==> src/pieb_pkg.sv <==
// register map, field positions and reset values of the enable bank
package pieb_pkg;

	// register indices; byte address is four times the index
	localparam logic [9:0] IDX_CONTROL = 10'h00b;
	localparam logic [9:0] IDX_FLAGS0 = 10'h08c;
	localparam logic [9:0] IDX_FLAGS1 = 10'h08d;
	localparam logic [9:0] IDX_FLAGS2 = 10'h08e;
	localparam logic [9:0] IDX_FLAGS3 = 10'h08f;
	localparam logic [9:0] IDX_FLAGS4 = 10'h090;
	localparam logic [9:0] IDX_ENABLE0 = 10'h096;
	localparam logic [9:0] IDX_ENABLE1 = 10'h097;
	localparam logic [9:0] IDX_ENABLE2 = 10'h098;
	localparam logic [9:0] IDX_ENABLE3 = 10'h099;
	localparam logic [9:0] IDX_ENABLE4 = 10'h09a;
	localparam logic [9:0] IDX_SUM_STATUS = 10'h0a0;
	localparam logic [9:0] IDX_SUM_CLEAR = 10'h0a1;
	localparam logic [9:0] IDX_SUM_ENABLE = 10'h0a2;

	// number of flag/enable register pairs
	localparam int NUM_BANKS = 5;

	// per bank index tables, bank 0 first
	localparam logic [9:0] FLAG_IDX [0:NUM_BANKS-1] = '{IDX_FLAGS0,
		IDX_FLAGS1, IDX_FLAGS2, IDX_FLAGS3, IDX_FLAGS4};
	localparam logic [9:0] ENABLE_IDX [0:NUM_BANKS-1] = '{IDX_ENABLE0,
		IDX_ENABLE1, IDX_ENABLE2, IDX_ENABLE3, IDX_ENABLE4};

	// implemented bits per bank; the rest read zero and never set
	localparam logic [7:0] IMPL_BANK0 = 8'h31;
	localparam logic [7:0] IMPL_BANK1 = 8'hfd;
	localparam logic [7:0] IMPL_BANK2 = 8'hff;
	localparam logic [7:0] IMPL_BANK3 = 8'hff;
	localparam logic [7:0] IMPL_BANK4 = 8'h3f;
	localparam logic [7:0] IMPL_MASK [0:NUM_BANKS-1] = '{IMPL_BANK0,
		IMPL_BANK1, IMPL_BANK2, IMPL_BANK3, IMPL_BANK4};

	// enable bank 1 fields
	localparam int EN1_TIMER3 = 5;
	localparam int EN1_TIMER1_GATE = 4;
	localparam int EN1_TIMER1 = 3;
	localparam int EN1_CLOCK_TUNING = 2;
	localparam int EN1_NONVOLATILE = 0;

	// interrupt control register fields
	localparam int CTL_GLOBAL_GATE = 7;
	localparam int CTL_PERIPH_GATE = 6;
	localparam int CTL_EDGE_SELECT = 0;
	localparam logic [7:0] CTL_IMPL = 8'hc1;
	localparam logic [7:0] CTL_RESET = 8'h01;

	// reset values of the banks
	localparam logic [7:0] FLAG_RESET = 8'h00;
	localparam logic [7:0] ENABLE_RESET = 8'h00;
	localparam logic [4:0] SUM_RESET = 5'h00;

endpackage

==> src/pieb_flag_bank.sv <==
`timescale 1ns/10ps
// one request flag register and its enable register
module pieb_flag_bank
	import pieb_pkg::*;
#(
	parameter logic [7:0] IMPL = 8'hff
) (
	// clock and reset
	input wire logic clk,
	input wire logic rstN,
	// peripheral events, one-cycle pulses
	input wire logic [7:0] evt,
	// register writes
	input wire logic flagWr,
	input wire logic enWr,
	input wire logic [7:0] wrData,
	// state
	output logic [7:0] flags,
	output logic [7:0] enables,
	output logic pending,
	output logic newFlag
);

	logic [7:0] flag_reg;
	logic [7:0] flag_next;
	logic [7:0] en_reg;
	logic [7:0] en_next;

	// a bank with no implemented bit cannot serve any source
	if (IMPL == 8'h00) begin : g_check
		$error("pieb_flag_bank: empty implemented mask");
	end

	// event wins over a software write in the same cycle
	assign flag_next = ((flagWr ? wrData : flag_reg) | evt) & IMPL; // RULE9
	assign en_next = enWr ? (wrData & IMPL) : en_reg; // RULE6

	// flags and enables
	always_ff @(posedge clk or negedge rstN) begin
		if (!rstN) begin
			flag_reg <= FLAG_RESET;
			en_reg <= ENABLE_RESET;
		end else begin
			flag_reg <= flag_next;
			en_reg <= en_next;
		end
	end

	assign flags = flag_reg;
	assign enables = en_reg;
	// per-source gating, 1 permits and 0 blocks
	assign pending = |(flag_reg & en_reg); // RULE11
	assign newFlag = |(evt & IMPL & ~flag_reg);

endmodule

==> src/pieb_enable_bank.sv <==
// Local design decision: the APB slave port.
`timescale 1ns/10ps
// Overview of operation
// (RULE1) bank 1-4 sources reach the core only while peripheral gate is set
// (RULE2) bank 1: bit5 timer3, 4 timer1 gate, 3 timer1, 2 tuning, 0 nvm
// (RULE3) enable bank 2 at index 0x98, eight sources, reset zero
// (RULE4) enable bank 3 at index 0x99, eight sources, reset zero
// (RULE5) enable bank 4 at index 0x9a, bits 5..0, upper two unimplemented
// (RULE6) enable bits read/write; 1 permits, 0 blocks the source
// (RULE7) request flags of bank 0 live at index 0x8c
// (RULE8) global gate clear blocks every interrupt, overriding all enables; here it gates irqVector only, irqSummary ignores it
// (RULE9) flags set on their event whatever the enables say
// (RULE10) bank 0 sources need only the global gate to vector
// (RULE11) request is OR of flag AND enable, then gated
module pieb_enable_bank
	import pieb_pkg::*;
(
	// clock and reset
	input wire logic mclk,
	input wire logic rst_n,
	// apb slave
	input wire logic psel,
	input wire logic penable,
	input wire logic pwrite,
	input wire logic [11:0] paddr,
	input wire logic [31:0] pwdata,
	output logic [31:0] prdata,
	output logic pready,
	output logic pslverr,
	// peripheral event pulses, one bank each
	input wire logic [7:0] evtBank0,
	input wire logic [7:0] evtBank1,
	input wire logic [7:0] evtBank2,
	input wire logic [7:0] evtBank3,
	input wire logic [7:0] evtBank4,
	// towards the core vectoring logic
	output logic irqVector,
	output logic globalIrqGate,
	output logic peripheralIrqGate,
	// summary interrupt for polling software
	output logic irqSummary
);

	// the bank stores enables and flags; the core does the vectoring
	// every flop behind rstN leaves reset two edges after rst_n rises, so the bus
	// must not start a setup before the third edge
	// the apb slave never inserts wait states: pready follows setup
	// flags are read/write so software can clear them; an event in the
	// same cycle as a clearing write wins, so no event is ever lost
	// the summary registers let polling software find a busy bank
	// without reading all five flag registers in turn
	// limitation: the edge select bit is only stored, no pin logic here
	// unimplemented bits are masked inside each bank, so they read zero
	// and can never raise a request, whatever software writes

	// reset release
	logic rstMeta_reg;
	logic rstSync_reg;
	logic rstN;

	// bus
	logic [31:0] prdata_reg;
	logic [31:0] prdata_next;
	logic pready_reg;
	logic pready_next;
	logic pslverr_reg;
	logic pslverr_next;
	logic [9:0] regIdx;
	logic aligned;
	logic setupPhase;
	logic wrStrobe;

	// control register
	logic [7:0] ctl_reg;
	logic [7:0] ctl_next;
	logic ctlHit;

	// summary interrupt
	logic [4:0] sumStat_reg;
	logic [4:0] sumStat_next;
	logic [4:0] sumEn_reg;
	logic [4:0] sumEn_next;
	logic sumStatHit;
	logic sumClrHit;
	logic sumEnHit;
	logic irqSummary_reg;
	logic irqSummary_next;

	// vector request
	logic irqVector_reg;
	logic irqVector_next;
	logic bank0Pending;
	logic periphPending;

	// per bank signals
	logic [7:0] evtAll [0:NUM_BANKS-1];
	logic [7:0] flagsAll [0:NUM_BANKS-1];
	logic [7:0] ensAll [0:NUM_BANKS-1];
	logic [NUM_BANKS-1:0] flagHit;
	logic [NUM_BANKS-1:0] enHit;
	logic [NUM_BANKS-1:0] pendAll;
	logic [NUM_BANKS-1:0] newAll;
	logic [7:0] rdChain [0:NUM_BANKS];
	logic anyHit;
	logic [7:0] rdByte;

	// reset is released through two flops, asserted at once
	always_ff @(posedge mclk or negedge rst_n) begin
		if (!rst_n) begin
			rstMeta_reg <= 1'b0;
			rstSync_reg <= 1'b0;
		end else begin
			rstMeta_reg <= 1'b1;
			rstSync_reg <= rstMeta_reg;
		end
	end
	assign rstN = rstSync_reg;

	// address decode; word index, misaligned addresses miss everything
	assign regIdx = paddr[11:2];
	assign aligned = (paddr[1:0] == 2'b00);
	assign ctlHit = aligned && (regIdx == IDX_CONTROL);
	assign sumStatHit = aligned && (regIdx == IDX_SUM_STATUS);
	assign sumClrHit = aligned && (regIdx == IDX_SUM_CLEAR);
	assign sumEnHit = aligned && (regIdx == IDX_SUM_ENABLE);

	// setup cycle prepares the answer; the access cycle finishes it
	assign setupPhase = psel && !penable;
	assign wrStrobe = psel && penable && pready_reg && pwrite;

	// event inputs gathered per bank
	assign evtAll[0] = evtBank0;
	assign evtAll[1] = evtBank1;
	assign evtAll[2] = evtBank2;
	assign evtAll[3] = evtBank3;
	assign evtAll[4] = evtBank4;
	assign rdChain[0] = 8'h00;

	// one flag/enable pair per bank
	for (genvar b = 0; b < NUM_BANKS; b++) begin : g_bank
		assign flagHit[b] = aligned && (regIdx == FLAG_IDX[b]); // RULE7
		assign enHit[b] = aligned && (regIdx == ENABLE_IDX[b]); // RULE3 RULE4 RULE5
		// read mux as an or-chain, hits are one-hot
		assign rdChain[b+1] = rdChain[b] |
			({8{flagHit[b]}} & flagsAll[b]) |
			({8{enHit[b]}} & ensAll[b]);
		pieb_flag_bank #(
			.IMPL(IMPL_MASK[b]) // RULE2 RULE5
		) u_bank (
			.clk(mclk),
			.rstN(rstN),
			.evt(evtAll[b]),
			.flagWr(wrStrobe && flagHit[b]),
			.enWr(wrStrobe && enHit[b]), // RULE6
			.wrData(pwdata[7:0]),
			.flags(flagsAll[b]),
			.enables(ensAll[b]),
			.pending(pendAll[b]),
			.newFlag(newAll[b])
		);
	end

	// unmapped addresses answer with an error; reads of them also return zero data
	assign anyHit = ctlHit || sumStatHit || sumClrHit || sumEnHit ||
		(|flagHit) || (|enHit);
	assign rdByte = rdChain[NUM_BANKS] |
		({8{ctlHit}} & ctl_reg) |
		({8{sumStatHit}} & {3'b000, sumStat_reg}) |
		({8{sumEnHit}} & {3'b000, sumEn_reg});
	assign prdata_next = (setupPhase && !pwrite) ? {24'h000000, rdByte} :
		prdata_reg;
	assign pready_next = setupPhase;
	assign pslverr_next = setupPhase ? !anyHit : 1'b0;

	// bus answer flops
	always_ff @(posedge mclk or negedge rstN) begin
		if (!rstN) begin
			prdata_reg <= 32'h00000000;
			pready_reg <= 1'b0;
			pslverr_reg <= 1'b0;
		end else begin
			prdata_reg <= prdata_next;
			pready_reg <= pready_next;
			pslverr_reg <= pslverr_next;
		end
	end

	// control register; edge select is only stored here
	assign ctl_next = (wrStrobe && ctlHit) ? (pwdata[7:0] & CTL_IMPL) :
		ctl_reg;

	always_ff @(posedge mclk or negedge rstN) begin
		if (!rstN) begin
			ctl_reg <= CTL_RESET;
		end else begin
			ctl_reg <= ctl_next;
		end
	end

	// summary status: a bank that gains a new flag marks itself
	// set wins over the write-one clear in the same cycle
	assign sumStat_next = (sumStat_reg &
		~((wrStrobe && sumClrHit) ? pwdata[4:0] : 5'h00)) | newAll;
	assign sumEn_next = (wrStrobe && sumEnHit) ? pwdata[4:0] : sumEn_reg;
	assign irqSummary_next = |(sumStat_next & sumEn_next);

	always_ff @(posedge mclk or negedge rstN) begin
		if (!rstN) begin
			sumStat_reg <= SUM_RESET;
			sumEn_reg <= SUM_RESET;
			irqSummary_reg <= 1'b0;
		end else begin
			sumStat_reg <= sumStat_next;
			sumEn_reg <= sumEn_next;
			irqSummary_reg <= irqSummary_next;
		end
	end

	// vector request: bank 0 bypasses the peripheral gate
	assign bank0Pending = pendAll[0]; // RULE10
	assign periphPending = |pendAll[NUM_BANKS-1:1]; // RULE11
	// global gate overrides everything feeding irqVector
	assign irqVector_next = ctl_reg[CTL_GLOBAL_GATE] && // RULE8
		(bank0Pending ||
		(ctl_reg[CTL_PERIPH_GATE] && periphPending)); // RULE1

	// registered so the core sees a glitch-free level
	// one cycle of latency is traded for a level free of decode hazards
	// a cleared global gate drops the request at the next edge, no later
	always_ff @(posedge mclk or negedge rstN) begin
		if (!rstN) begin
			irqVector_reg <= 1'b0;
		end else begin
			irqVector_reg <= irqVector_next;
		end
	end

	// outputs straight from flops
	assign prdata = prdata_reg;
	assign pready = pready_reg;
	assign pslverr = pslverr_reg;
	assign irqVector = irqVector_reg;
	assign globalIrqGate = ctl_reg[CTL_GLOBAL_GATE];
	assign peripheralIrqGate = ctl_reg[CTL_PERIPH_GATE];
	assign irqSummary = irqSummary_reg;

endmodule

==> config.mk <==
export PLATFORM = sky130hd
export DESIGN_NAME = pieb_enable_bank
export DESIGN_NICKNAME = d
export VERILOG_FILES = /design/src/pieb_pkg.sv /design/src/pieb_flag_bank.sv /design/src/pieb_enable_bank.sv
export SDC_FILE = /design/constraint.sdc
export NUM_CORES = 1
export LEC_CHECK = 0
export BUFFER_PORTS_ARGS = -buffer_cell sky130_fd_sc_hd__buf_2
export CAP_MARGIN = 15
export CELL_PAD_IN_SITES_DETAIL_PLACEMENT = 1
export CELL_PAD_IN_SITES_GLOBAL_PLACEMENT = 2
export CORE_UTILIZATION = 30
export DETAILED_ROUTE_END_ITERATION = 7
export PLACE_DENSITY_LB_ADDON = 0.3
export RECOVER_POWER = 25
export SETUP_SLACK_MARGIN = 0.05
export SYNTH_ARGS = -nofsm -noshare
export SYNTH_HDL_FRONTEND = slang
export SYNTH_HIERARCHICAL = 1
export SYNTH_SLANG_ARGS = --single-unit
==> constraint.sdc <==
create_clock -name mclk -period 2.6 [get_ports mclk]
set_input_delay 0 -clock mclk [delete_from_list [all_inputs] [get_ports mclk]]
set_output_delay 0 -clock mclk [all_outputs]
set_load 0.02 [all_outputs]
==> impl_metrics.py <==
metrics = {
    "min_path": {
        "hold_path_class": "in -> reg",
        "hold-path-cell-count": 3,
        "hp-start": "pwdata[7]",
    },
    "global_route": {
        "grt_use_total": 0.214,
        "grt_overflow": 0,
        "grt_pass1_vias": 4713,
        "antenna_found_initial": 1,
        "grt_first_pass_wirelength_mm": 28.3,
        "grt_max_degree": 54,
    },
    "die": {
        "core-area_sq_um": 17400,
        "design.die.area_sq_um": 18300,
        "ios": 127,
        "die_width_um": 135,
        "die_height_um": 135,
        "rows": 48,
        "start_util": 0.307,
    },
    "layout": {
        "n_fill_cell": 2008,
        "area_growth_pct": 22.5,
        "nNetsFinal": 732,
        "regArea_sq_um": 2280,
        "antenna_cells": 0,
        "final_layout_size_suffix_gt1_frac": 0.225,
        "multi_input_area_sq_um": 2650,
        "final_core_util": 0.376,
    },
    "yosys": {
        "synthesis.area_sq_um": 5330,
        "synth_mux_area_frac": 0.185,
        "postSynthCellCount": 533,
        "synthXorXnorAreaFrac": 0,
        "netlist_top_cells_count": "dfrtp_1, nand2_1, mux2_2, buf_4, mux2i_1",
        "synth_top_family_by_area": "multiplexers",
        "syn_area_per_cell_sq_um": 10.0,
        "synth_top_flop_cell": "dfrtp_1",
        "synth_seq_cells": 91,
        "yosys.area_share.simple": 0.152,
        "synth.most_common_cell": "dfrtp_1",
        "synth_edf_count": 0,
        "synth_top_area_frac": 0.422,
        "synth_top_area_cell": "dfrtp_1",
        "synthTopCellsByArea": "dfrtp_1, mux2_2, mux2i_1",
        "synth_cell_type_count": 60,
        "ys_warn_count": 6,
        "synth_fa_ha_area_frac": 0,
        "synthArstFlopShare": 1.00,
        "synth_compound_area_frac": 0.130,
        "synth.yosys.seq_area_share": 0.427,
    },
    "setup_path": {
        "cp-startpoint": "pready",
        "path_class": "reg -> reg",
        "crit_path_end_kind": "flip-flop",
        "r2r_end": "irqSummary",
        "reg2reg_depth": 5,
        "start_kind": "flip-flop",
        "arrival_ns": 2.18,
        "worst-endpoint-required_ns": 2.83,
        "rr_startpoint": "pready",
        "worstSetupEndpoint": "irqSummary",
        "reg2reg_slack_ns": 0.65,
        "cp_max_fo": 7,
    },
    "clocking": {
        "cts_sinks": 91,
        "cts_buffers": 9,
        "htreeDepth": 3,
        "cts_setup_buffers": 0,
        "cts_tree": "yes",
        "cts_resized": 0,
        "cts.reportedPaths.clkPinSlew_ns": 0.07,
        "root_buffer": "clkbuf_16",
        "clock_latency_ns": 0.36,
        "holdBufCountCts": 37,
        "clock_path_buffers": 2,
    },
    "sta": {
        "max_freq_ghz": 0.512,
        "slew_viol_final": 0,
        "worst_slew_pin_slew_ns": 1.22,
        "fin_setup_tns_ns": 0,
        "fin_skew_ns": 0.00836,
        "finalCritPeriodShare": 0.751,
        "finalHoldViolCount": 0,
        "relSlewSlack": 0.186,
        "setup_viol": 0,
        "grt_setup_unrepaired": "no",
        "final.min_clock_period_ns": 1.95,
    },
    "pwr": {
        "leakage_uw": 0.00278,
        "power.density_nw_per_um2": 503,
        "ir_drop_uv": 291,
    },
    "routing": {
        "firstDrtPassIters": 5,
        "drc": 0,
        "wl_per_cell_um": 20.9,
        "first_iter_violations": 261,
        "vias": 4509,
        "ant_nets": 0,
        "viasPerCell": 5.16,
        "routed_wirelength_mm": 18.2,
    },
    "run_status": {
        "status": "finished clean",
    },
    "placed_design": {
        "gp_congestion": 0.941,
        "port_buffers": 70,
        "post-dp-hpwl_mm": 13.8,
    },
    "run": {
        "max_cap_violations": 0,
    },
}
-- cell families (layout without fill, tap and decap cells) --
group / after synthesis / count (layout)
simple gates: 152 / 152
buf+inv: 99 / 178
compound gates: 98 / 98
flops: 91 / 91
mux: 88 / 88
other cells: 5 / 41
-- cell usage in the layout, fill, tap and decap left out, types with 8 or more instances in the layout --
master,instances
dfrtp_1,89
buf_4,19
inv_1,35
clkbuf_16,9
mux2i_1,41
nand3_1,10
a22oi_1,18
nand2_1,47
nor2_1,23
o21ai_0,12
nand4_1,8
buf_2,56
conb_1,41
clkbuf_1,14
mux2_2,42
dlygate4sd3_1,37
nor3_1,10
o22ai_1,15
a31oi_1,12
-- metal layers --
| layer | wire [um] | up-vias | share of wire | track usage |
|---|---|---|---|---|
| met3 | 992 | 18 | 0.054 | 0.0273 |
| li1 | - | 2087 | - | - |
| met4 | 338 | 0 | 0.019 | 0.0799 |
| met5 | 0 | - | 0 | 0 |
| met2 | 8400 | 140 | 0.46 | 0.334 |
| met1 | 8490 | 2264 | 0.47 | 0.300 |
-- report_power, final --
group | internal [uW] | switching (uW)
clock network | 870 | 584
logic | 133 | 229
registers | 1440 | 28.7
total | 2440 | 841
-- critical path: stages (launching register included) --
cell,delay [ns]
dfrtp_1,0.36
nand4_1,0.20
or4_4,0.61
mux2_4,0.35
a32oi_1,0.18
nand4_1,0.11
-- area by class of cell --
type,count,area share
sequential,91,0.349
timing repair buffer,127,0.133
multi-input combinational,379,0.405
clock inverter,6,0.0134
clock buffer,10,0.0366
tap,225,0.0431
inverter,35,0.0201
-- per-stage QoR --
stage	hold WS [ns]	power [uW]	cells	cell area, sq um	setup WS (ns)
final	0.0425	3280	873	6530	0.647
after global routing	0.0518	3410	873	6530	0.535
after CTS	0.0250	3330	873	6550	0.643
after detailed placement	-0.213	1820	820	5850	0.345
after global placement	-0.215	1810	820	5850	0.369
after floorplan	-0.296	1710	569	5470	0.554
-- how the worst min path moves through the flow --
stage / endpoint
finish: g_bank[3].u_bank/flags[7]
global route: g_bank[4].u_bank/flags[1]
CTS: g_bank[2].u_bank/flags[1]
detailed placement: rstMeta_reg
global placement: rstMeta_reg
floorplan: rstMeta_reg
(Power assumes the default switching activity.)
